`src/lpss_pkg.sv`:
```
// Constants shared by the lens position sense sequencer and its helpers.
// Assumes a single 10 MHz clock domain and an 8-bit register port.
package lpss_pkg;
	localparam int unsigned CLK_HZ = 10_000_000;
	localparam int unsigned US_PER_S = 1_000_000;
	localparam int unsigned CYC_PER_US = CLK_HZ / US_PER_S;
	localparam logic [9:0] SETTLE_MAX_US = 10'd1000;
	localparam int unsigned ADC_W = 12;
	localparam int unsigned AVG_SAMPLES = 4;
	localparam int unsigned AVG_SHIFT = 2;
	// Register offsets on the 4-bit address port.
	localparam logic [3:0] ADDR_CTRL = 4'h0;
	localparam logic [3:0] ADDR_LED = 4'h1;
	localparam logic [3:0] ADDR_SETTLE_LO = 4'h2;
	localparam logic [3:0] ADDR_SETTLE_HI = 4'h3;
	localparam logic [3:0] ADDR_RESULT_LO = 4'h4;
	localparam logic [3:0] ADDR_RESULT_HI = 4'h5;
	localparam logic [3:0] ADDR_THRESH_LO = 4'h6;
	localparam logic [3:0] ADDR_THRESH_HI = 4'h7;
	localparam logic [3:0] ADDR_STATUS = 4'h8;
	localparam logic [3:0] ADDR_IRQ_STAT = 4'h9;
	localparam logic [3:0] ADDR_IRQ_MASK = 4'hA;
	localparam logic [3:0] ADDR_CLKDIV = 4'hB;
	// Control register fields.
	localparam int unsigned CTRL_START = 0;
	localparam int unsigned CTRL_AVG_EN = 1;
	localparam int unsigned CTRL_VOLT = 2;
	localparam int unsigned CTRL_ZOOM = 3;
	localparam int unsigned CTRL_CMP_EN = 4;
	localparam logic [7:0] CTRL_MASK = 8'h1E;
	// Status and interrupt fields.
	localparam int unsigned ST_BUSY = 0;
	localparam int unsigned ST_HIT = 1;
	localparam int unsigned IRQ_DONE = 0;
	localparam int unsigned IRQ_HIT = 1;
	// Reset values.
	localparam logic [7:0] CTRL_RST = 8'h02;
	localparam logic [3:0] LED_RST = 4'h0;
	localparam logic [9:0] SETTLE_RST = 10'h000;
	localparam logic [11:0] THRESH_RST = 12'hFFF;
	localparam logic [7:0] CLKDIV_RST = 8'h04;
endpackage

```
`src/lpss_clk_div.sv`:
```
// Converter clock generator: divides the master clock by 2*(div+1).
// Assumes div is a static register value from the same clock domain.
`timescale 1ns/1ps
module lpss_clk_div (
	// Clock and reset
	input wire logic clock,
	input wire logic rst,
	// Divide setting
	input wire logic [7:0] div,
	// Divided clock
	output logic conv_clk
);
	import lpss_pkg::*;
	logic [7:0] cnt_reg, cnt_next;
	logic clk_reg, clk_next;

	always_comb begin
		cnt_next = cnt_reg + 8'h01;
		clk_next = clk_reg;
		if (cnt_reg >= div) begin
			cnt_next = 8'h00;
			clk_next = ~clk_reg;
		end
	end

	always_ff @(posedge clock) begin
		if (rst) begin
			cnt_reg <= 8'h00;
			clk_reg <= 1'b0;
		end else begin
			cnt_reg <= cnt_next;
			clk_reg <= clk_next;
		end
	end

	assign conv_clk = clk_reg;
endmodule

```
`src/lpss_avg.sv`:
```
// Sample accumulator: sums up to four converter words and yields the mean.
// Assumes clear precedes each measurement and add is a one-cycle pulse.
`timescale 1ns/1ps
module lpss_avg (
	// Clock and reset
	input wire logic clock,
	input wire logic rst,
	// Control
	input wire logic clear,
	input wire logic add,
	input wire logic avg_en,
	// Sample in
	input wire logic [11:0] sample,
	// Result out
	output logic [11:0] mean
);
	import lpss_pkg::*;
	logic [13:0] sum_reg, sum_next;

	always_comb begin
		sum_next = sum_reg;
		if (clear) begin
			sum_next = 14'h0000;
		end else if (add) begin
			sum_next = sum_reg + {2'b00, sample};
		end
	end

	always_ff @(posedge clock) begin
		if (rst) begin
			sum_reg <= 14'h0000;
		end else begin
			sum_reg <= sum_next;
		end
	end

	// The mean truncates rather than rounds, which keeps the path a plain shift.
	assign mean = avg_en ? sum_reg[13:2] : sum_reg[11:0];
endmodule

```
`src/lpss_seq.sv`:
```
// Lens position sense sequencer: settle, convert, average, store, compare.
// Assumes a converter that raises conv_done after conv_start until the next start,
// with conv_data stable while conv_done is high; both arrive unsynchronised.
`timescale 1ns/1ps
module lpss_seq #(
	parameter int unsigned US_CYCLES = lpss_pkg::CYC_PER_US
) (
	// Clock and reset
	input wire logic clock,
	input wire logic rst,
	// Register port
	input wire logic [3:0] addr,
	input wire logic [7:0] wdata,
	input wire logic wr,
	input wire logic rd,
	output logic [7:0] rdata,
	// Converter
	output logic conv_clk,
	output logic conv_start,
	output logic adc_voltage_mode,
	input wire logic conv_done,
	input wire logic [lpss_pkg::ADC_W-1:0] conv_data,
	// Sensor drive
	output logic [3:0] led_current_source,
	output logic focus_led_en,
	output logic zoom_led_en,
	output logic zoom_hall_supply,
	// Actuator and interrupt
	output logic driver_disable,
	output logic irq
);
	import lpss_pkg::*;

	typedef enum logic [2:0] {S_IDLE, S_SETTLE, S_START, S_WAIT, S_STORE} lpss_state_t;

	function automatic logic hit_write(input logic [3:0] a, input logic [3:0] r, input logic w);
		hit_write = w && (a == r);
	endfunction

	// Threshold reached means at or above it, and only while the compare is switched on.
	function automatic logic reaches(input logic [11:0] v, input logic [11:0] t, input logic en);
		reaches = en && (v >= t);
	endfunction

	// Focus LED, zoom LED and zoom Hall supply, in that order; at most one is ever live.
	function automatic logic [2:0] sense_sel(input logic active, input logic volt, input logic zoom);
		sense_sel = 3'h0;
		if (active) begin
			if (!volt) begin
				sense_sel = zoom ? 3'h2 : 3'h1;
			end else if (zoom) begin
				sense_sel = 3'h4;
			end
		end
	endfunction

	// Register state.
	logic [7:0] ctrl_reg, ctrl_next;
	logic [3:0] led_reg, led_next;
	logic [9:0] settle_reg, settle_next;
	logic [11:0] thresh_reg, thresh_next;
	logic [11:0] result_reg, result_next;
	logic [1:0] irq_stat_reg, irq_stat_next;
	logic [1:0] irq_mask_reg, irq_mask_next;
	logic [7:0] div_reg, div_next;
	logic [7:0] rdata_reg, rdata_next;
	logic hit_reg, hit_next;
	// Sequencer state.
	lpss_state_t state_reg, state_next;
	logic [13:0] tmr_reg, tmr_next;
	logic [2:0] cnt_reg, cnt_next;
	logic start_reg, start_next;
	// Converter input synchroniser.
	logic done_s1_reg, done_s2_reg, done_s3_reg;
	logic [11:0] data_s1_reg, data_s2_reg;
	logic done_rise;
	logic go;
	logic clear_acc;
	logic add_acc;
	logic store;
	logic [11:0] mean;
	logic [9:0] settle_eff;
	logic [13:0] settle_cyc;
	logic busy;
	logic [2:0] sense_drive;

	// Two flops per pin before any logic looks at the converter.
	always_ff @(posedge clock) begin
		if (rst) begin
			done_s1_reg <= 1'b0;
			done_s2_reg <= 1'b0;
			done_s3_reg <= 1'b0;
			data_s1_reg <= 12'h000;
			data_s2_reg <= 12'h000;
		end else begin
			done_s1_reg <= conv_done;
			done_s2_reg <= done_s1_reg;
			done_s3_reg <= done_s2_reg;
			data_s1_reg <= conv_data;
			data_s2_reg <= data_s1_reg;
		end
	end

	// Data is taken in the same cycle as the synchronised done edge, having passed both stages alongside done.
	assign done_rise = done_s3_reg && !done_s2_reg ? 1'b0 : (done_s2_reg && !done_s3_reg);
	assign go = hit_write(addr, ADDR_CTRL, wr) && wdata[CTRL_START];
	assign settle_eff = (settle_reg > SETTLE_MAX_US) ? SETTLE_MAX_US : settle_reg;
	assign settle_cyc = 14'(settle_eff * US_CYCLES);
	assign busy = (state_reg != S_IDLE);

	// Sequencer.
	always_comb begin
		state_next = state_reg;
		tmr_next = tmr_reg;
		cnt_next = cnt_reg;
		start_next = 1'b0;
		clear_acc = 1'b0;
		add_acc = 1'b0;
		store = 1'b0;
		unique case (state_reg)
			S_IDLE: begin
				if (go) begin
					clear_acc = 1'b1;
					tmr_next = 14'h0000;
					cnt_next = 3'h0;
					state_next = S_SETTLE;
				end
			end
			S_SETTLE: begin
				if (tmr_reg >= settle_cyc) begin
					state_next = S_START;
				end else begin
					tmr_next = tmr_reg + 14'h0001;
				end
			end
			S_START: begin
				start_next = 1'b1;
				state_next = S_WAIT;
			end
			S_WAIT: begin
				if (done_rise) begin
					add_acc = 1'b1;
					cnt_next = cnt_reg + 3'h1;
					if (!ctrl_reg[CTRL_AVG_EN] || cnt_reg == 3'(AVG_SAMPLES - 1)) begin
						state_next = S_STORE;
					end else begin
						state_next = S_START;
					end
				end
			end
			S_STORE: begin
				store = 1'b1;
				state_next = S_IDLE;
			end
		endcase
	end

	always_ff @(posedge clock) begin
		if (rst) begin
			state_reg <= S_IDLE;
			tmr_reg <= 14'h0000;
			cnt_reg <= 3'h0;
			start_reg <= 1'b0;
		end else begin
			state_reg <= state_next;
			tmr_reg <= tmr_next;
			cnt_reg <= cnt_next;
			start_reg <= start_next;
		end
	end

	lpss_avg u_avg (
		.clock(clock),
		.rst(rst),
		.clear(clear_acc),
		.add(add_acc),
		.avg_en(ctrl_reg[CTRL_AVG_EN]),
		.sample(data_s2_reg),
		.mean(mean)
	);

	lpss_clk_div u_div (
		.clock(clock),
		.rst(rst),
		.div(div_reg),
		.conv_clk(conv_clk)
	);

	// Register file, result store, comparator and interrupt flags.
	always_comb begin
		ctrl_next = ctrl_reg;
		led_next = led_reg;
		settle_next = settle_reg;
		thresh_next = thresh_reg;
		result_next = result_reg;
		irq_mask_next = irq_mask_reg;
		div_next = div_reg;
		hit_next = hit_reg;
		irq_stat_next = irq_stat_reg;
		rdata_next = 8'h00;
		// Mode bits are frozen mid-sequence so one measurement never mixes sensors or modes.
		if (hit_write(addr, ADDR_CTRL, wr) && state_reg == S_IDLE) begin
			ctrl_next = wdata & CTRL_MASK;
		end
		if (hit_write(addr, ADDR_LED, wr)) begin
			led_next = wdata[3:0];
		end
		if (hit_write(addr, ADDR_SETTLE_LO, wr)) begin
			settle_next[7:0] = wdata;
		end
		if (hit_write(addr, ADDR_SETTLE_HI, wr)) begin
			settle_next[9:8] = wdata[1:0];
		end
		if (hit_write(addr, ADDR_THRESH_LO, wr)) begin
			thresh_next[7:0] = wdata;
		end
		if (hit_write(addr, ADDR_THRESH_HI, wr)) begin
			thresh_next[11:8] = wdata[3:0];
		end
		if (hit_write(addr, ADDR_IRQ_MASK, wr)) begin
			irq_mask_next = wdata[1:0];
		end
		if (hit_write(addr, ADDR_CLKDIV, wr)) begin
			div_next = wdata;
		end
		if (hit_write(addr, ADDR_IRQ_STAT, wr)) begin
			irq_stat_next = irq_stat_reg & ~wdata[1:0];
		end
		if (store) begin
			result_next = mean;
			hit_next = reaches(mean, thresh_reg, ctrl_reg[CTRL_CMP_EN]);
			irq_stat_next[IRQ_DONE] = 1'b1;
			if (reaches(mean, thresh_reg, ctrl_reg[CTRL_CMP_EN])) begin
				irq_stat_next[IRQ_HIT] = 1'b1;
			end
		end
		if (!ctrl_next[CTRL_CMP_EN]) begin
			hit_next = 1'b0;
		end
		if (rd) begin
			unique case (addr)
				ADDR_CTRL: rdata_next = ctrl_reg;
				ADDR_LED: rdata_next = {4'h0, led_reg};
				ADDR_SETTLE_LO: rdata_next = settle_reg[7:0];
				ADDR_SETTLE_HI: rdata_next = {6'h00, settle_reg[9:8]};
				ADDR_RESULT_LO: rdata_next = result_reg[7:0];
				ADDR_RESULT_HI: rdata_next = {4'h0, result_reg[11:8]};
				ADDR_THRESH_LO: rdata_next = thresh_reg[7:0];
				ADDR_THRESH_HI: rdata_next = {4'h0, thresh_reg[11:8]};
				ADDR_STATUS: rdata_next = {6'h00, hit_reg, busy};
				ADDR_IRQ_STAT: rdata_next = {6'h00, irq_stat_reg};
				ADDR_IRQ_MASK: rdata_next = {6'h00, irq_mask_reg};
				ADDR_CLKDIV: rdata_next = div_reg;
				default: rdata_next = 8'h00;
			endcase
		end
	end

	always_ff @(posedge clock) begin
		if (rst) begin
			ctrl_reg <= CTRL_RST;
			led_reg <= LED_RST;
			settle_reg <= SETTLE_RST;
			thresh_reg <= THRESH_RST;
			result_reg <= 12'h000;
			irq_stat_reg <= 2'h0;
			irq_mask_reg <= 2'h0;
			div_reg <= CLKDIV_RST;
			hit_reg <= 1'b0;
			rdata_reg <= 8'h00;
		end else begin
			ctrl_reg <= ctrl_next;
			led_reg <= led_next;
			settle_reg <= settle_next;
			thresh_reg <= thresh_next;
			result_reg <= result_next;
			irq_stat_reg <= irq_stat_next;
			irq_mask_reg <= irq_mask_next;
			div_reg <= div_next;
			hit_reg <= hit_next;
			rdata_reg <= rdata_next;
		end
	end

	// Sensor drive is live only while a measurement runs, and only toward one lens.
	assign sense_drive = sense_sel(busy, ctrl_reg[CTRL_VOLT], ctrl_reg[CTRL_ZOOM]);
	assign focus_led_en = sense_drive[0];
	assign zoom_led_en = sense_drive[1];
	assign zoom_hall_supply = sense_drive[2];
	assign led_current_source = led_reg;
	assign adc_voltage_mode = ctrl_reg[CTRL_VOLT];
	assign conv_start = start_reg;
	assign driver_disable = hit_reg;
	assign irq = |(irq_stat_reg & irq_mask_reg);
	assign rdata = rdata_reg;
endmodule

```
`config.mk`:
```
export PLATFORM = sky130hd
export DESIGN_NAME = lpss_seq
export DESIGN_NICKNAME = d
export VERILOG_FILES = /design/src/lpss_pkg.sv /design/src/lpss_clk_div.sv /design/src/lpss_avg.sv /design/src/lpss_seq.sv
export SDC_FILE = /design/constraint.sdc
export NUM_CORES = 1
export LEC_CHECK = 0
export ABC_AREA = 1
export BUFFER_PORTS_ARGS = -buffer_cell sky130_fd_sc_hd__buf_2
export CAP_MARGIN = 20
export CORE_MARGIN = 1.5
export CORE_UTILIZATION = 60
export CTS_CLUSTER_DIAMETER = 30
export DETAILED_ROUTE_END_ITERATION = 8
export GPL_ROUTABILITY_DRIVEN = 1
export PLACE_DENSITY_LB_ADDON = 0.2
export SKIP_CTS_REPAIR_TIMING = 1
export SYNTH_ARGS = -nofsm -noshare
export SYNTH_HDL_FRONTEND = slang
export SYNTH_SLANG_ARGS = --single-unit
```
`constraint.sdc`:
```
create_clock -name clock -period 4.2 [get_ports clock]
set_clock_uncertainty 0.2 [all_clocks]
set_input_delay 0.21 -clock clock [delete_from_list [all_inputs] [get_ports clock]]
set_output_delay 0.21 -clock clock [all_outputs]
set_load 0.01 [all_outputs]
```
==> metrics.txt, run 1 <==
nets 1253; Rel. slew slack 0.411; DP Cell Count 1285; commonest non-fill, non-tap cell in the layout nand2_1; I/O Pins 49; largest net degree at the start of global routing 61; vias in the first global route 6425; Setup TNS 0 ns; Distinct cells, synth 37; Clock Path Buffers 2; top_reg_cell synth dfxtp_1; DRC 0; Yosys reg bits 134; Design Power 3.05 mW; WP data arrival 4.04 ns; Syn. warnings 0; Slew Viols, Final 0; Tmin final 3.92 ns; Max Cap Violations 0; Static Leak 4.14 nW; Core ar. 12200 um^2; Worst-path clk slew 0.06 ns; Post-Place Cell Area 7940 um^2; post-route antenna net violation count 0; Worst Hold Class input pin to register; dpl hpwl 13300 um; Area Growth Syn to Fin 15.4%; CTS HTree Levels 4; Total GRT Usage 0.291; clk sinks 134; Port Buf Inserts 48; Power Density 348 nW/um^2; TritonCTS clock tree done; commonest cells after routing, fill and taps aside nand2_1, inv_1, dfxtp_1; vias per cell 5.36; footprint of the multi-input gates 4090 um^2; Clock Latency Late Sink 0.42 ns; first-pass GRT wire length 30100 um; CP cell instances inv_1 > nor3_1 > nand2_1 > inv_1 > nor2_1 > ha_1 > ha_1 > inv_1 > fa_1 > o21ai_2 > a21oi_1 > o21ai_1 > xor2_1 > ha_1 > nand2_1 > nor2_1 > nand2_1 > nand3_2 > nor2_4 > nand2_4 > nand2_4 > nand2_1 > nand2_1 > nor2_1; Setup WS post-layout 0.275 ns; delay of the slowest critical-path stage 0.41 ns; fillers 1008; DP Worst Slack 0.0743 ns; Worst Tran Pin Value 0.881 ns; fin crit share 0.934; initial DRC count 591; Final Non-Filler Cells 1340; Die Y-Extent 116 um; antenna cells 0; Final Cell Area 8780 um^2; vias 7186; CP max-delay cell fa_1; Register Area 2690 um^2; Gate Count Post-Synth 1096; routability congestion estimate from global placement 0.955; starting density of the core 0.623; Critical Path RT 4.32 ns; initial antenna violation count 0; failing checks negative hold slack; routed length per instance 14.1 um; grt total ovfl 0; die width 116 um; Mapped Avg Cell Area 6.94 um^2; Synth async-reset ratio 0; Syn Nets 1189; CP startpoint kind register; post-layout util 0.719; status finished, violations left; clock root buffer clkbuf_16; # setup viols final 0; fmax 255 MHz; crit path max fanout 9; number of placement rows 40; WHS -0.000631 ns; final wirelength 19000 um; post-synthesis instance area 7610 um^2; sequential-to-total area share from yosys stat 0.353; fraction of layout cells with a size suffix above 1 0.0973; Setup CP Type register to register; Peak VDD IR 0.000358 V; cts bufs inserted 17; TritonRoute pass-1 iters 6; Post-synth EDFFs 0; Worst setup EP type register; Final Hold Vio Count 1; CP most frequent cell nand2_1; DIE AREA 13400 um^2
cells in the mapped netlist (2+ instances only):
cell type / number / area [um^2]
buf_1: 4 / 15.0
nor2_2: 3 / 18.8
buf_2: 5 / 25.0
nor2_1: 123 / 462
a21oi_1: 106 / 531
inv_2: 5 / 18.8
buf_6: 2 / 22.5
xnor2_1: 7 / 61.3
ha_1: 62 / 776
fa_1: 2 / 40.0
nand3_1: 54 / 270
or2_2: 3 / 18.8
o211ai_1: 6 / 45.0
o21bai_1: 8 / 60.1
o21a_1: 2 / 15.0
buf_4: 2 / 15.0
nand2_1: 211 / 792
nand2_2: 3 / 18.8
nor2_4: 6 / 67.6
clkbuf_1: 17 / 63.8
nand2_4: 3 / 33.8
o21ai_0: 74 / 370
nand3b_1: 3 / 22.5
xor2_1: 17 / 149
inv_1: 183 / 687
dfxtp_1: 134 / 2680
nand4_1: 13 / 81.3
o22ai_1: 19 / 119
nor3_1: 11 / 55.1
final cells by class:
class	instances	area share
well taps	168	0.0239
inverters	189	0.0808
repair buffers	74	0.0556
multi-input cells	744	0.466
flip-flops and latches	134	0.306
clock buffers	21	0.0536
clock inverters	10	0.0145
power by group:
group | switching (mW) | internal (mW)
clock | 0.544 | 0.970
combinational | 0.139 | 0.0791
sequential | 0.0184 | 1.30
per-layer routing:
| layer | up-vias | GRT usage | part of all wire |
|---|---|---|---|
| met4 | 0 | 0.123 | 0.031 |
| met5 | - | 0 | 0 |
| li1 | 3641 | - | - |
| met2 | 291 | 0.470 | 0.46 |
| met1 | 3205 | 0.372 | 0.44 |
| met3 | 49 | 0.0706 | 0.071 |
worst max-delay path: cells and delay by family (launching register included):
kind,cells,cell delay (ns)
compound gates,3,0.43
xor+xnor,1,0.19
fa+ha+maj,4,1.10
buf+inv,3,0.22
flops,1,0.36
simple gates,13,1.30
worst paths after layout:
path | startpoint | end | slack [ns] | depth (start not counted)
worst max-delay path | settle_reg[5] | tmr_reg[0] | 0.28 | 24
worst min-delay path | wdata[1] | thresh_reg[9] | -0.0006 | 3
worst max register to register | settle_reg[5] | tmr_reg[0] | 0.28 | 24
worst min register to register | data_s1_reg[3] | data_s2_reg[3] | 0.20 | 2
cell families (layout without fill, tap and decap cells):
logic type | Yosys count | count (layout) | share of synthesized area
AND/OR/NAND/NOR | 436 | 437 | 0.246
AO/OA/AOI/OAI | 219 | 219 | 0.154
buffers and inverters | 219 | 294 | 0.112
flip-flops | 134 | 134 | 0.353
adder cells (fa/ha/maj) | 64 | 64 | 0.107
XOR/XNOR | 24 | 24 | 0.0276
No activity file was read; power rests on OpenSTA's default activity.
==> run 2, diff against run 1 <==
==> constraint.sdc (replaced) <==
create_clock -name clock -period 4 [get_ports clock]
set_clock_uncertainty 0.2 [all_clocks]
set_input_delay 0.2 -clock clock [delete_from_list [all_inputs] [get_ports clock]]
set_output_delay 0.2 -clock clock [all_outputs]
set_load 0.01 [all_outputs]
==> run 2 against run 1 <==
  * The run still ends with negative hold slack left
  * Hold slack got worse by 0.014 ns
  * Register-to-register slack lost 0.06 ns
  * Global-route usage shrank 0.15 points
  * Clock-buffer cell count up 4
  * Clock power is 6% lower
  * Final area grew 0.40%
  * Via count is 0.74% higher
  * Maximum frequency up 3.6%
  * Critical path depth increased by 1
==> metrics.txt, run 2 (same netlist as run 1, synthesis figures left out) <==
status finished, violations left; failing checks negative hold slack; # setup viols final 0; RR Startpoint settle_reg[5]; TritonCTS clock tree done; TritonRoute pass-1 iters 5; Setup CP Type register to register; antenna cells 0; Design Power 3.05 mW; dpl hpwl 13600 um; Rel. slew slack 0.416; CP startpoint kind register; Port Buf Inserts 48; initial DRC count 534; Tmin final 3.79 ns; Total GRT Usage 0.289; commonest cells after routing, fill and taps aside nand2_1, inv_1, dfxtp_1; grt total ovfl 0; Clock Latency Late Sink 0.43 ns; clock root buffer clkbuf_16; cts bufs inserted 17; fmax 264 MHz; crit path max fanout 16; largest net degree at the start of global routing 47; DRC 0; fraction of layout cells with a size suffix above 1 0.0941; delay of the slowest critical-path stage 0.36 ns; Critical Path RT 4.12 ns; vias 7239; Die Y-Extent 116 um; commonest non-fill, non-tap cell in the layout nand2_1; R2R Path End tmr_reg[0]; Core ar. 12200 um^2; Power Density 346 nW/um^2; initial antenna violation count 0; Worst Tran Pin Value 0.874 ns; CP startpoint settle_reg[5]; Worst setup EP type register; post-route antenna net violation count 0; Clock Path Buffers 2; CP most frequent cell nand2_1; crit path to tmr_reg[0]; I/O Pins 49; setup slack, reg-to-reg 0.21 ns; DIE AREA 13400 um^2; routed length per instance 14.2 um; WP data arrival 3.91 ns; Worst Hold Class input pin to register; CP max-delay cell dfxtp_1; routability congestion estimate from global placement 0.978; number of placement rows 40; WHS -0.0149 ns; Max Cap Violations 0; Peak VDD IR 0.000337 V; vias per cell 5.37; die width 116 um; starting density of the core 0.623; FF-to-FF path depth 25; fin crit share 0.947; Final Hold Vio Count 3; CTS HTree Levels 4; RSZ-0062 raised after global routing yes; first-pass GRT wire length 30100 um; Static Leak 4.15 nW; nets 1261; Area Growth Syn to Fin 15.9%; Worst-path clk slew 0.06 ns; final wirelength 19200 um; Slew Viols, Final 0; clk sinks 134; vias in the first global route 6396
-- run 2: cell count changes in the layout (fill, tap and decap cells not counted), moves of 2 or more --
| cell | delta |
|---|---|
| bufinv_16 | -2 |
| clkbuf_1 | +5 |
| nand2_8 | +2 |
| clkinv_2 | -2 |
| dlygate4sd3_1 | +8 |
| nand2_4 | -2 |
-- run 2: worst max-delay path, delay by kind of cell (launching register included) --
family	cells	cell delay (ns)
adders and majority gates	4	1.05
DFF	1	0.36
and+or+nand+nor	15	1.35
AOI/OAI and AO/OA	1	0.16
buffers and inverters	4	0.39
xor gates and xnor gates	1	0.18
-- run 2: power by group --
group	switching [mW]	internal, mW	leakage [nW]
clock	0.548	0.874	0.261
sequential	0.0195	1.37	1.09
combinational	0.151	0.0909	2.80
-- run 2: worst min path at each step --
stage / depth (start not counted) / slack, ns / endpoint / startpoint
after CTS: 3 / -0.23 / data_s1_reg[10] / conv_data[10]
after detailed placement: 2 / 0.20 / data_s2_reg[3] / data_s1_reg[3]
after floorplan: 2 / 0.11 / data_s1_reg[0] / conv_data[0]
after global placement: 2 / 0.19 / data_s2_reg[4] / data_s1_reg[4]
final: 3 / -0.01 / thresh_reg[8] / wdata[0]
after global routing: 3 / 0.008 / thresh_reg[9] / wdata[1]
-- run 2: routing by layer --
layer	part of all wire	track usage	up-vias
li1	-	-	3663
met1	0.46	0.377	3290
met2	0.46	0.471	236
met3	0.051	0.0513	50
met4	0.031	0.127	0
met5	0	0	-
-- run 2: area by class of cell --
cell class / instances / area [um^2]
fillers: 1024 / 3400
multi-input cells: 743 / 4110
clock inverters: 5 / 50.0
repair buffers: 83 / 576
clock buffers: 25 / 475
well taps: 168 / 210
inverters: 189 / 709
flip-flops and latches: 134 / 2690
-- run 2: stage by stage --
stage               cell area, um^2  instances   util  setup slack (ns)  setup TNS (ns)
global placement               7950       1287  0.651            0.0969               0
detailed placement             7950       1287  0.651           -0.0180         -0.0394
global route                   8820       1347  0.722           -0.0360          -0.123
floorplan                      7610       1096      -             0.231               0
CTS                            8480       1317  0.694           -0.0356          -0.196
finish                         8820       1347  0.722             0.210               0
==> run 3, diff against run 2 <==
--- a/config.mk
+++ b/config.mk
@@ -9,7 +9,7 @@
 export BUFFER_PORTS_ARGS = -buffer_cell sky130_fd_sc_hd__buf_2
 export CAP_MARGIN = 20
 export CORE_MARGIN = 1.5
-export CORE_UTILIZATION = 60
+export CORE_UTILIZATION = 35
 export CTS_CLUSTER_DIAMETER = 30
 export DETAILED_ROUTE_END_ITERATION = 8
 export GPL_ROUTABILITY_DRIVEN = 1
==> run 3 against run 2 <==
  * The run still ends with negative hold slack left
  * Final cell count increased by 8.2%
  * Clock power increased by 20%
  * Via count fell by 5.5%
  * Clock-buffer cell count decreased by 3
  * First-iteration DRC count decreased by 17%
  * Global-route usage is 11 points lower
  * Routed wire length increased by 0.68%
  * Non-clock buffer count fell by 2
  * Power is 9.5% higher
  * Final area rose by 3.5%
  * Core utilization is 29 points lower
  * Largest power group unchanged
==> metrics.txt, run 3 (same netlist as run 1, synthesis figures left out) <==
DRC 0; post-route antenna net violation count 0; status finished, violations left; dpl hpwl 14500 um; initial antenna violation count 0; fin crit share 0.931; CP startpoint kind register; routability congestion estimate from global placement 0.881; fraction of layout cells with a size suffix above 1 0.116; vias in the first global route 6225; Peak VDD IR 0.000238 V; initial DRC count 443; Port Buf Inserts 48; die width 150 um; routed length per instance 13.3 um; DIE AREA 22600 um^2; first-pass GRT wire length 31300 um; nets 1262; antenna cells 0; Flop pwr share 0.414; commonest non-fill, non-tap cell in the layout nand2_1; Worst Hold Class input pin to register; TritonRoute pass-1 iters 4; Clock Path Buffers 2; cts bufs inserted 17; Total GRT Usage 0.179; Final Hold Vio Count 1; grt total ovfl 0; Power Density 366 nW/um^2; part of the power in combinational logic 0.074; # setup viols final 0; clock root buffer clkbuf_16; Pint 2.57 mW; final wirelength 19300 um; Setup TNS 0 ns; WP data arrival 3.87 ns; Rel. slew slack 0.406; WHS -0.0164 ns; Worst setup EP type register; clk sinks 134; Worst-path clk slew 0.06 ns; vias per cell 4.69; Die Y-Extent 150 um; crit path max fanout 5; TritonCTS clock tree done; Net Sw Power 768 uW; starting density of the core 0.360; I/O Pins 49; Tmin final 3.73 ns; Clock Latency Late Sink 0.42 ns; Static Leak 4.22 nW; vias 6838; largest net degree at the start of global routing 61; Core ar. 21200 um^2; Worst Tran Pin Value 0.886 ns; Switching Share 0.230; number of placement rows 53; fmax 268 MHz; Area Growth Syn to Fin 20.0%; Max Cap Violations 0; commonest cells after routing, fill and taps aside nand2_1, inv_1, dfxtp_1; CTS HTree Levels 4; Setup CP Type register to register; clock share of power 0.512; failing checks negative hold slack; Critical Path RT 4.15 ns; Slew Viols, Final 0
[run 3: changes by cell type in the layout (fill, tap and decap cells not counted), moves of 4 or more]
cell,delta
clkbuf_1,-5
dlygate4sd3_1,-7
nand2_1,-4
nand2_2,+4
[run 3: power by group through the flow]
stage	registers, mW	clock network [mW]	logic [mW]
detailed placement	1.41	0	0.214
global route	1.39	1.81	0.281
finish	1.38	1.71	0.246
global placement	1.41	0	0.214
CTS	1.38	1.75	0.215
floorplan	1.41	0	0.144
[run 3: area by class of cell]
type                            instances  area [um^2]
Fill cell                            2216        12000
Multi-Input combinational cell        746         4170
Sequential cell                       134         2690
Inverter                              189          709
Timing Repair Buffer                   81          563
Clock buffer                           22          484
Tap cell                              275          344
Clock inverter                         10          166
[run 3: metal layers]
| metal | track usage | part of all wire |
|---|---|---|
| met1 | 0.244 | 0.50 |
| met2 | 0.281 | 0.44 |
| met3 | 0.0324 | 0.041 |
| met4 | 0.0627 | 0.016 |
| met5 | 0 | 0 |
[run 3: worst max-delay path, stage by stage, from the launching register on]
cell     delay (ns)
dfxtp_1        0.34
nand3_1        0.09
nor3_2         0.20
nand2_2        0.10
inv_2          0.07
nor2_2         0.04
ha_1           0.28
ha_1           0.17
inv_1          0.06
fa_2           0.36
o21ai_2        0.14
buf_4          0.13
nand2_1        0.04
nand3_1        0.08
xor2_1         0.16
ha_1           0.25
nand2_2        0.07
inv_1          0.04
nand2_1        0.07
nand3_2        0.10
nor2_4         0.16
buf_12         0.14
nand2_8        0.08
nand2_8        0.09
nand2_1        0.06
a21oi_2        0.12
[run 3: final timing paths]
| check | cells after the start | slack (ns) | startpoint | end |
|---|---|---|---|---|
| setup / recovery | 25 | 0.27 | settle_reg[6] | tmr_reg[11] |
| hold / removal | 3 | -0.02 | wdata[1] | thresh_reg[9] |
| setup reg to reg | 25 | 0.27 | settle_reg[6] | tmr_reg[11] |
| hold reg to reg | 2 | 0.20 | data_s1_reg[6] | data_s2_reg[6] |
[run 3: per-stage QoR]
stage | std cells | area (um^2) | power [mW] | utilization | setup slack [ns]
after CTS | 1429 | 8760 | 3.35 | 0.414 | -0.0693
after global placement | 1397 | 8110 | 1.63 | 0.383 | 0.0433
after detailed placement | 1397 | 8110 | 1.63 | 0.383 | -0.0455
final | 1457 | 9130 | 3.34 | 0.431 | 0.275
after floorplan | 1096 | 7610 | 1.56 | - | 0.231
after global routing | 1457 | 9130 | 3.48 | 0.431 | -0.0168
